`src/common/otfs_consts.svh`:
```
// How it works
// - Open-collector output drives the function chosen by its selector, default code 01.
// - Analog monitor carries speed at 00, current at 01, default 00.
// - Open-collector polarity 00 is normally open, 01 normally closed, default 00.
// - Relay polarity 00 normally open, 01 normally closed, default 01.
// - Code 00 asserts in run mode, deasserts in stop mode.
// - Code 01 asserts only when output equals set frequency, not ramping.
// - Code 02 asserts when output is on and output frequency is at or above set frequency.
// - Code 03 asserts while current exceeds the overload warning threshold.
// - Code 04 asserts while PID error exceeds the deviation threshold.
// - Safe-stop input function is never assignable by software, only by the switch.
// - Switch on: terminal 3 safe stop (NC), 4 reset (NO), 5 unused.
// - After switch on to off: terminals 3 and 5 unused, 4 reset, 1/2 run.
// - Code 05 asserts while an uncleared alarm exists.
`ifndef OTFS_CONSTS_SVH
`define OTFS_CONSTS_SVH

`define OTFS_ADDR_OUT11_FUNC   8'h00
`define OTFS_ADDR_RELAY_FUNC   8'h04
`define OTFS_ADDR_ANALOG_SEL   8'h08
`define OTFS_ADDR_OUT11_POL    8'h0c
`define OTFS_ADDR_RELAY_POL    8'h10
`define OTFS_ADDR_STATUS       8'h14
`define OTFS_ADDR_OVL_THRESH   8'h18
`define OTFS_ADDR_DEV_THRESH   8'h1c

`define OTFS_RST_OUT11_FUNC    8'h01
`define OTFS_RST_RELAY_FUNC    8'h05
`define OTFS_RST_ANALOG_SEL    8'h00
`define OTFS_RST_OUT11_POL     8'h00
`define OTFS_RST_RELAY_POL     8'h01
`define OTFS_RST_OVL_THRESH    16'hffff
`define OTFS_RST_DEV_THRESH    16'hffff

`define OTFS_POL_NC_BIT        0
`define OTFS_ANA_CURRENT_BIT   0

`endif

```
`src/common/otfs_pkg.sv`:
```
package otfs_pkg;
    typedef enum logic [7:0] {
        OTFS_FN_RUN       = 8'h00,
        OTFS_FN_ARR_CONST = 8'h01,
        OTFS_FN_ARR_OVER  = 8'h02,
        OTFS_FN_OVERLOAD  = 8'h03,
        OTFS_FN_PID_DEV   = 8'h04,
        OTFS_FN_FAULT     = 8'h05
    } otfs_func_t;

    typedef enum logic [1:0] {
        OTFS_T_DEFAULT  = 2'b00,
        OTFS_T_SWITCHED = 2'b01,
        OTFS_T_RELEASED = 2'b10
    } otfs_term_mode_t;
endpackage

```
`src/rtl/otfs_output_select.sv`:
```
// Register access over AXI4-Lite and the register offsets were decided locally.
`timescale 1ns/1ps
`include "otfs_consts.svh"

module otfs_output_select (
    input  wire logic                      aclk,
    input  wire logic                      aresetn,
    input  wire logic [7:0]                s_axi_awaddr,
    input  wire logic                      s_axi_awvalid,
    output logic                           s_axi_awready,
    input  wire logic [31:0]               s_axi_wdata,
    input  wire logic [3:0]                s_axi_wstrb,
    input  wire logic                      s_axi_wvalid,
    output logic                           s_axi_wready,
    output logic [1:0]                     s_axi_bresp,
    output logic                           s_axi_bvalid,
    input  wire logic                      s_axi_bready,
    input  wire logic [7:0]                s_axi_araddr,
    input  wire logic                      s_axi_arvalid,
    output logic                           s_axi_arready,
    output logic [31:0]                    s_axi_rdata,
    output logic [1:0]                     s_axi_rresp,
    output logic                           s_axi_rvalid,
    input  wire logic                      s_axi_rready,
    input  wire logic                      run_mode,
    input  wire logic                      output_on,
    input  wire logic                      ramping,
    input  wire logic [15:0]               out_freq,
    input  wire logic [15:0]               set_freq,
    input  wire logic [15:0]               out_current,
    input  wire logic [15:0]               pid_error,
    input  wire logic                      alarm_event,
    input  wire logic                      alarm_clear,
    input  wire logic                      stop_switch,
    input  wire logic [4:0]                term_pins,
    output logic                           out11_pin,
    output logic                           relay_pin,
    output logic [15:0]                    analog_monitor_pin,
    output logic                           forward_run_input,
    output logic                           reverse_run_input,
    output logic                           speed_select_bit0,
    output logic                           speed_select_bit1,
    output logic                           reset_input,
    output logic                           safe_stop_input,
    output otfs_pkg::otfs_term_mode_t      term_mode
);
    import otfs_pkg::*;

    logic [7:0]  out11_func_sel_reg;
    logic [7:0]  relay_func_sel_reg;
    logic [7:0]  analog_mon_sel_reg;
    logic [7:0]  out11_polarity_reg;
    logic [7:0]  relay_polarity_sel_reg;
    logic [15:0] ovl_thresh_reg;
    logic [15:0] dev_thresh_reg;
    logic        fault_reg;

    // Write channel: address and data latched independently
    logic        aw_held_reg;
    logic [7:0]  aw_addr_reg;
    logic        w_held_reg;
    logic [31:0] w_data_reg;
    logic [3:0]  w_strb_reg;
    logic        do_write;
    logic        write_ok;

    assign s_axi_awready = !aw_held_reg && !s_axi_bvalid;
    assign s_axi_wready  = !w_held_reg && !s_axi_bvalid;
    assign do_write      = aw_held_reg && w_held_reg && !s_axi_bvalid;

    always_ff @(posedge aclk) begin
        if (!aresetn) begin
            aw_held_reg <= 1'b0;
            aw_addr_reg <= 8'h00;
        end else if (s_axi_awvalid && s_axi_awready) begin
            aw_held_reg <= 1'b1;
            aw_addr_reg <= s_axi_awaddr;
        end else if (do_write) begin
            aw_held_reg <= 1'b0;
        end
    end

    always_ff @(posedge aclk) begin
        if (!aresetn) begin
            w_held_reg <= 1'b0;
            w_data_reg <= 32'h0000_0000;
            w_strb_reg <= 4'h0;
        end else if (s_axi_wvalid && s_axi_wready) begin
            w_held_reg <= 1'b1;
            w_data_reg <= s_axi_wdata;
            w_strb_reg <= s_axi_wstrb;
        end else if (do_write) begin
            w_held_reg <= 1'b0;
        end
    end

    // Settings refused in run mode answer SLVERR; thresholds stay writable
    logic locked_addr;
    logic known_waddr;
    always_comb begin
        locked_addr = 1'b0;
        known_waddr = 1'b1;
        if (aw_addr_reg[1:0] != 2'b00 || aw_addr_reg > `OTFS_ADDR_DEV_THRESH
            || aw_addr_reg == `OTFS_ADDR_STATUS) begin
            known_waddr = 1'b0;
        end else if (aw_addr_reg <= `OTFS_ADDR_RELAY_POL) begin
            locked_addr = 1'b1;
        end
    end
    assign write_ok = known_waddr && !(locked_addr && run_mode);

    always_ff @(posedge aclk) begin
        if (!aresetn) begin
            s_axi_bvalid <= 1'b0;
            s_axi_bresp  <= 2'b00;
        end else if (do_write) begin
            s_axi_bvalid <= 1'b1;
            s_axi_bresp  <= write_ok ? 2'b00 : 2'b10;
        end else if (s_axi_bready) begin
            s_axi_bvalid <= 1'b0;
        end
    end

    logic wen;
    assign wen = do_write && write_ok && w_strb_reg[0];

    always_ff @(posedge aclk) begin
        if (!aresetn) begin
            out11_func_sel_reg     <= `OTFS_RST_OUT11_FUNC;
            relay_func_sel_reg     <= `OTFS_RST_RELAY_FUNC;
            analog_mon_sel_reg     <= `OTFS_RST_ANALOG_SEL;
            out11_polarity_reg     <= `OTFS_RST_OUT11_POL;
            relay_polarity_sel_reg <= `OTFS_RST_RELAY_POL;
        end else if (wen) begin
            if (aw_addr_reg == `OTFS_ADDR_OUT11_FUNC) begin
                out11_func_sel_reg <= w_data_reg[7:0];
            end else if (aw_addr_reg == `OTFS_ADDR_RELAY_FUNC) begin
                relay_func_sel_reg <= w_data_reg[7:0];
            end else if (aw_addr_reg == `OTFS_ADDR_ANALOG_SEL) begin
                analog_mon_sel_reg <= w_data_reg[7:0];
            end else if (aw_addr_reg == `OTFS_ADDR_OUT11_POL) begin
                out11_polarity_reg <= w_data_reg[7:0];
            end else if (aw_addr_reg == `OTFS_ADDR_RELAY_POL) begin
                relay_polarity_sel_reg <= w_data_reg[7:0];
            end
        end
    end

    always_ff @(posedge aclk) begin
        if (!aresetn) begin
            ovl_thresh_reg <= `OTFS_RST_OVL_THRESH;
            dev_thresh_reg <= `OTFS_RST_DEV_THRESH;
        end else if (do_write && write_ok) begin
            if (aw_addr_reg == `OTFS_ADDR_OVL_THRESH) begin
                if (w_strb_reg[0]) ovl_thresh_reg[7:0]  <= w_data_reg[7:0];
                if (w_strb_reg[1]) ovl_thresh_reg[15:8] <= w_data_reg[15:8];
            end else if (aw_addr_reg == `OTFS_ADDR_DEV_THRESH) begin
                if (w_strb_reg[0]) dev_thresh_reg[7:0]  <= w_data_reg[7:0];
                if (w_strb_reg[1]) dev_thresh_reg[15:8] <= w_data_reg[15:8];
            end
        end
    end

    // Alarm latch: a new event wins over a simultaneous clear
    always_ff @(posedge aclk) begin
        if (!aresetn) begin
            fault_reg <= 1'b0;
        end else if (alarm_event) begin
            fault_reg <= 1'b1;
        end else if (alarm_clear) begin
            fault_reg <= 1'b0;
        end
    end

    // Status functions
    logic freq_arrival_const;
    logic freq_arrival_over;
    logic overload_warning;
    logic pid_deviation_flag;
    assign freq_arrival_const = output_on && !ramping && (out_freq == set_freq);
    assign freq_arrival_over  = output_on && (out_freq >= set_freq);
    assign overload_warning   = out_current > ovl_thresh_reg;
    assign pid_deviation_flag = pid_error > dev_thresh_reg;

    function automatic logic func_result(input logic [7:0] sel, input logic flt);
        logic r;
        r = 1'b0;
        case (sel)
            OTFS_FN_RUN:       r = run_mode;
            OTFS_FN_ARR_CONST: r = freq_arrival_const;
            OTFS_FN_ARR_OVER:  r = freq_arrival_over;
            OTFS_FN_OVERLOAD:  r = overload_warning;
            OTFS_FN_PID_DEV:   r = pid_deviation_flag;
            OTFS_FN_FAULT:     r = flt;
            default:           r = 1'b0;
        endcase
        return r;
    endfunction

    // Normally open: out11 drives low when active, relay drives high; normally closed inverts each
    always_ff @(posedge aclk) begin
        if (!aresetn) begin
            out11_pin <= 1'b1;
            relay_pin <= 1'b0;
        end else begin
            out11_pin <= !func_result(out11_func_sel_reg, fault_reg)
                         ^ out11_polarity_reg[`OTFS_POL_NC_BIT];
            relay_pin <= func_result(relay_func_sel_reg, fault_reg)
                         ^ relay_polarity_sel_reg[`OTFS_POL_NC_BIT];
        end
    end

    always_ff @(posedge aclk) begin
        if (!aresetn) begin
            analog_monitor_pin <= 16'h0000;
        end else if (analog_mon_sel_reg[`OTFS_ANA_CURRENT_BIT]) begin
            analog_monitor_pin <= out_current;
        end else begin
            analog_monitor_pin <= out_freq;
        end
    end

    // Pins and switch (bit 5): three stages, a change counts when two and three agree
    logic [5:0] pin_s1_reg;
    logic [5:0] pin_s2_reg;
    logic [5:0] pin_s3_reg;
    logic [5:0] pin_reg;

    always_ff @(posedge aclk) begin
        if (!aresetn) begin
            pin_s1_reg <= 6'h00;
            pin_s2_reg <= 6'h00;
            pin_s3_reg <= 6'h00;
        end else begin
            pin_s1_reg <= {stop_switch, term_pins};
            pin_s2_reg <= pin_s1_reg;
            pin_s3_reg <= pin_s2_reg;
        end
    end

    genvar gi;
    generate
        for (gi = 0; gi < 6; gi++) begin : g_pin
            always_ff @(posedge aclk) begin
                if (!aresetn) begin
                    pin_reg[gi] <= 1'b0;
                end else if (pin_s2_reg[gi] == pin_s3_reg[gi]) begin
                    pin_reg[gi] <= pin_s3_reg[gi];
                end
            end
        end
    endgenerate

    // Only the hardware switch moves terminal mapping; no register reaches it
    always_ff @(posedge aclk) begin
        if (!aresetn) begin
            term_mode <= OTFS_T_DEFAULT;
        end else if (pin_reg[5]) begin
            term_mode <= OTFS_T_SWITCHED;
        end else if (term_mode == OTFS_T_SWITCHED) begin
            term_mode <= OTFS_T_RELEASED;
        end
    end

    always_ff @(posedge aclk) begin
        if (!aresetn) begin
            forward_run_input <= 1'b0;
            reverse_run_input <= 1'b0;
            speed_select_bit0 <= 1'b0;
            speed_select_bit1 <= 1'b0;
            reset_input       <= 1'b0;
            safe_stop_input   <= 1'b0;
        end else begin
            forward_run_input <= pin_reg[0];
            reverse_run_input <= pin_reg[1];
            case (term_mode)
                OTFS_T_SWITCHED: begin
                    speed_select_bit0 <= 1'b0;
                    speed_select_bit1 <= 1'b0;
                    safe_stop_input   <= !pin_reg[2];
                    reset_input       <= pin_reg[3];
                end
                OTFS_T_RELEASED: begin
                    speed_select_bit0 <= 1'b0;
                    speed_select_bit1 <= 1'b0;
                    safe_stop_input   <= 1'b0;
                    reset_input       <= pin_reg[3];
                end
                default: begin
                    speed_select_bit0 <= pin_reg[2];
                    speed_select_bit1 <= pin_reg[3];
                    safe_stop_input   <= 1'b0;
                    reset_input       <= pin_reg[4];
                end
            endcase
        end
    end

    // Read channel
    logic [31:0] rd_word;
    always_comb begin
        rd_word = 32'h0000_0000;
        if (s_axi_araddr == `OTFS_ADDR_OUT11_FUNC) begin
            rd_word = {24'h000000, out11_func_sel_reg};
        end else if (s_axi_araddr == `OTFS_ADDR_RELAY_FUNC) begin
            rd_word = {24'h000000, relay_func_sel_reg};
        end else if (s_axi_araddr == `OTFS_ADDR_ANALOG_SEL) begin
            rd_word = {24'h000000, analog_mon_sel_reg};
        end else if (s_axi_araddr == `OTFS_ADDR_OUT11_POL) begin
            rd_word = {24'h000000, out11_polarity_reg};
        end else if (s_axi_araddr == `OTFS_ADDR_RELAY_POL) begin
            rd_word = {24'h000000, relay_polarity_sel_reg};
        end else if (s_axi_araddr == `OTFS_ADDR_STATUS) begin
            rd_word = {22'h000000, term_mode, relay_pin, out11_pin, pid_deviation_flag,
                       overload_warning, freq_arrival_over, freq_arrival_const,
                       fault_reg, run_mode};
        end else if (s_axi_araddr == `OTFS_ADDR_OVL_THRESH) begin
            rd_word = {16'h0000, ovl_thresh_reg};
        end else if (s_axi_araddr == `OTFS_ADDR_DEV_THRESH) begin
            rd_word = {16'h0000, dev_thresh_reg};
        end
    end

    logic rd_known;
    assign rd_known = (s_axi_araddr[1:0] == 2'b00) && (s_axi_araddr <= `OTFS_ADDR_DEV_THRESH);
    assign s_axi_arready = !s_axi_rvalid;

    always_ff @(posedge aclk) begin
        if (!aresetn) begin
            s_axi_rvalid <= 1'b0;
            s_axi_rdata  <= 32'h0000_0000;
            s_axi_rresp  <= 2'b00;
        end else if (s_axi_arvalid && s_axi_arready) begin
            s_axi_rvalid <= 1'b1;
            s_axi_rdata  <= rd_known ? rd_word : 32'h0000_0000;
            s_axi_rresp  <= rd_known ? 2'b00 : 2'b10;
        end else if (s_axi_rready) begin
            s_axi_rvalid <= 1'b0;
        end
    end
endmodule

```
`config.mk`:
```
export PLATFORM = sky130hd
export DESIGN_NAME = otfs_output_select
export DESIGN_NICKNAME = d
export VERILOG_FILES = /design/src/common/otfs_pkg.sv /design/src/rtl/otfs_output_select.sv
export VERILOG_INCLUDE_DIRS = /design/src /design/src/common
export SDC_FILE = /design/constraint.sdc
export NUM_CORES = 1
export LEC_CHECK = 0
export ABC_AREA = 1
export BUFFER_PORTS_ARGS = -buffer_cell sky130_fd_sc_hd__buf_2
export CORE_ASPECT_RATIO = 1.2
export CORE_MARGIN = 5
export CORE_UTILIZATION = 55
export CTS_CLUSTER_SIZE = 25
export DETAILED_ROUTE_END_ITERATION = 6
export PLACE_DENSITY = 0.82
export SETUP_SLACK_MARGIN = 0.1
export SLEW_MARGIN = 20
export SYNTH_ARGS = -nofsm -noshare
export SYNTH_HDL_FRONTEND = slang
export SYNTH_SLANG_ARGS = --single-unit
export TNS_END_PERCENT = 20
```
`constraint.sdc`:
```
create_clock -name aclk -period 3.98 [get_ports aclk]
set_input_delay 0.796 -clock aclk [delete_from_list [all_inputs] [get_ports aclk]]
set_output_delay 0.796 -clock aclk [all_outputs]
set_load 0.05 [all_outputs]
```
==> impl_metrics.tcl <==
set metrics [dict create \
    clk_pin_slew_ps 70 \
    synth_area_leaders "dfxtp_1, nand2_1, a21oi_1" \
    max_slew_margin_pct 29.0 \
    synthFlopType "dfxtp_1" \
    cts_sinks 171 \
    die_h_um 144 \
    gr-total-overflow 0 \
    syn_to_final_growth_pct 17.6 \
    core_area_um2 14500 \
    seqPwrFrac_pct 46.3 \
    wl_mm 21.6 \
    yosys_warnings 0 \
    grt_pass1_vias 7181 \
    layout.nets 1425 \
    required_ps 4340 \
    wl_met1_mm 8.66 \
    via_per_inst 5.28 \
    yosys-mux-area-fraction_pct 0 \
    ys_ff_latch 171 \
    cp_num_buf_inv 4 \
    dp_cells 1422 \
    hold_viol 0 \
    die_x_um 121 \
    wl_per_cell_um 14.8 \
    status "completed" \
    port_buffers 164 \
    vias 7692 \
    combPwrFrac_pct 10.6 \
    ir_worst_vdd_mv 0.318 \
    fmax_ghz 0.432 \
    wl_met2_mm 10.1 \
    drt_iter0_drc 608 \
    drive_gt1_share_pct 18.3 \
    ys_types 40 \
    synth-simple-area-share_pct 18.8 \
    synth-compound-area-share_pct 20.3 \
    dp_hpwl_mm 16.1 \
    period_minus_slack_ps 2310 \
    wl_met3_mm 1.93 \
    yosys.area_share.adder_pct 7.65 \
    synth_top_area_cell "dfxtp_1" \
    leakage_nw 5.08 \
    crit_type "in2reg" \
    synth_edf_count 0 \
    dr.pass1.iters 5 \
    postSynthAreaPerCell_um2 7.46 \
    power.clock.fraction_pct 43.1 \
    netlist_area_um2 8180 \
    cpMaxStageDelayCell "nor2_1" \
    cap_violations 0 \
    slew_violations 0 \
    row_count 48 \
    path_cells "buf_2 -> nor2_1 -> nand2_1 -> nor2_1 -> inv_1 -> nor2_1 -> inv_1 -> nand3_1 -> inv_1 -> nand2_1 -> nand2_1 -> a21oi_1" \
    antenna_found_initial 3 \
    internal-power_mw 2.78 \
    root_buffer "clkbuf_16" \
    tritoncts "built" \
    post_cts_buffers 0 \
    setup-tns-final_ps 0 \
    grt_max_degree 51 \
    ctsHoldBuffers 0 \
    netlist.area_leader.share_pct 41.9 \
    path_max_fanout 15 \
    numCtsBuffers 17 \
    crit_family "simple AND/OR/NAND/NOR gates" \
    drtAntennaViolNets 0 \
    htree_num_levels 4 \
    max_stage_delay_ps 750 \
    synthCells 1096 \
    rsz0062_at_grt "no" \
    synthXorXnorAreaFrac_pct 0 \
    power_density_nw_per_um2 402 \
    cts_buffer_depth 2 \
    period_share_pct 58.1 \
    crit_arrival_ps 2680 \
    stdcell_area_um2 9620 \
    ios 201 \
    synth_top_family_by_area "compound AO/OA/AOI/OAI gates" \
    setup_viol 0 \
    grt_first_pass_wirelength_mm 34.2 \
    postPlaceCellArea_um2 9010 \
    tightest_slew_ps 1060 \
    clock_latency_ps 440 \
    hold_slack_ps 418 \
    gp_congestion 0.940 \
    cts_resized 0 \
    p_sw_mw 1.09 \
    finClkSkew_ps 9.81 \
    start_kind "primary input" \
    grt_usage_pct 24.6 \
    drc 0 \
    async_reset_ff_share_pct 0 \
    initial_core_util_pct 56.5 \
    die_area_um2 17400 \
    highest_layer "met5" \
    num-fill-cells 1259 \
    switching_share_pct 28.2 \
    instances_no_fill 1458 \
    hp-class "reg2reg" \
    cp-end-kind "register" \
    synth_seq_area_share_pct 41.9 \
]
-- layout by cell type (no fill, tap or decap), types with 2 or more instances in the layout --
cell type	n
buf_2	164
diode_2	4
o21ai_0	87
o211ai_1	21
dfxtp_1	171
nor2_1	103
conb_1	18
o21bai_1	4
nand2_4	2
nor2_2	2
inv_8	4
nand3b_1	3
inv_6	6
o22ai_1	11
a211oi_1	8
ha_1	50
o221ai_1	3
nand2_1	185
o21ai_1	21
nor3_2	2
clkinv_8	2
a211oi_2	2
a21oi_1	137
nand3_1	25
nor2_4	5
or2_2	4
nand4_1	13
nor3_1	5
inv_1	152
nor2_8	2
clkbuf_16	17
inv_2	6
nand2_2	2
o21a_1	2
clkinv_2	2
a21o_1	3
buf_4	3
-- routing by layer --
metal,track usage [%],vias to the layer above
li1,-,3856
met4,13.0,2
met2,41.5,337
met5,0,-
met3,6.18,65
met1,28.9,3432
-- power by group through the flow --
| stage | sequential, mW | combinational, mW | clock, mW |
|---|---|---|---|
| global placement | 1.83 | 0.397 | 0 |
| detailed placement | 1.83 | 0.406 | 0 |
| CTS | 1.79 | 0.409 | 1.69 |
| floorplan | 1.86 | 0.248 | 0 |
| finish | 1.79 | 0.408 | 1.67 |
| global route | 1.79 | 0.452 | 1.77 |
-- through the flow --
stage | worst slack [ps] | total power, mW | utilization, %
CTS | 1690 | 3.88 | 66.4
global route | 1390 | 4.02 | 66.4
global placement | 1330 | 2.22 | 62.3
floorplan | 1830 | 2.11 | -
detailed placement | 1250 | 2.24 | 62.3
finish | 1670 | 3.87 | 66.5
-- final cells by class --
class / count / area, um^2 / area share, %
clock buffer: 17 / 425 / 4.42
tap: 200 / 250 / 2.60
multi-input combinational: 724 / 3890 / 40.4
antenna: 4 / 10.0 / 0.104
timing repair buffer: 167 / 843 / 8.77
clock inverter: 15 / 170 / 1.77
inverter: 160 / 606 / 6.30
sequential: 171 / 3420 / 35.6
-- final timing paths --
check,from,slack (ps),endpoint,cells past startpoint
setup reg to reg,dev_thresh_reg[11],1800,s_axi_rdata[5],14
hold reg to reg,pin_s1_reg[1],420,pin_s2_reg[1],2
setup / recovery,s_axi_araddr[7],1670,s_axi_rdata[1],12
hold / removal,pin_s1_reg[1],420,pin_s2_reg[1],2
-- synth_stat cells (2+ instances only) --
library cell  instances
nor2_8                2
o221ai_1              3
nor2_4                5
a21o_1                3
nand2_1             185
o211ai_1             21
buf_6                 3
o21bai_1              4
o21a_1                2
a211oi_2              2
inv_1               152
nand2_2               2
buf_4                21
ha_1                 50
nand3b_1              3
o22ai_1              11
nand2_4               2
nand4_1              13
a211oi_1              8
nor2_1              103
nand3_1              25
clkbuf_1             29
or2_2                 4
inv_2                 6
o21ai_1              21
o21ai_0              87
nor3_2                2
a21oi_1             137
nor2_2                2
dfxtp_1             171
buf_2                 4
nor3_1                5
-- worst reg2reg max path, cell delays in order, from the launching register on --
cell and delay [ps]:
dfxtp_1 330, inv_1 70, ha_1 330, nand4_1 130, nor3_1 280, nand2_1 120
nand2_1 100, nand2_1 140, nand2_1 90, nand2_1 100, nand3_1 100, nand2_1 50
nand2_1 90, nand2_1 60, a21oi_1 110
-- kinds of logic (layout without fill, tap and decap cells) --
| group | after synthesis | count (layout) |
|---|---|---|
| DFF | 171 | 171 |
| and+or+nand+nor | 354 | 354 |
| buffers and inverters | 218 | 359 |
| adders and majority gates | 50 | 50 |
| AOI/OAI and AO/OA | 302 | 302 |
| other | 1 | 22 |
Note: power is estimated with default switching activity, not from simulation.
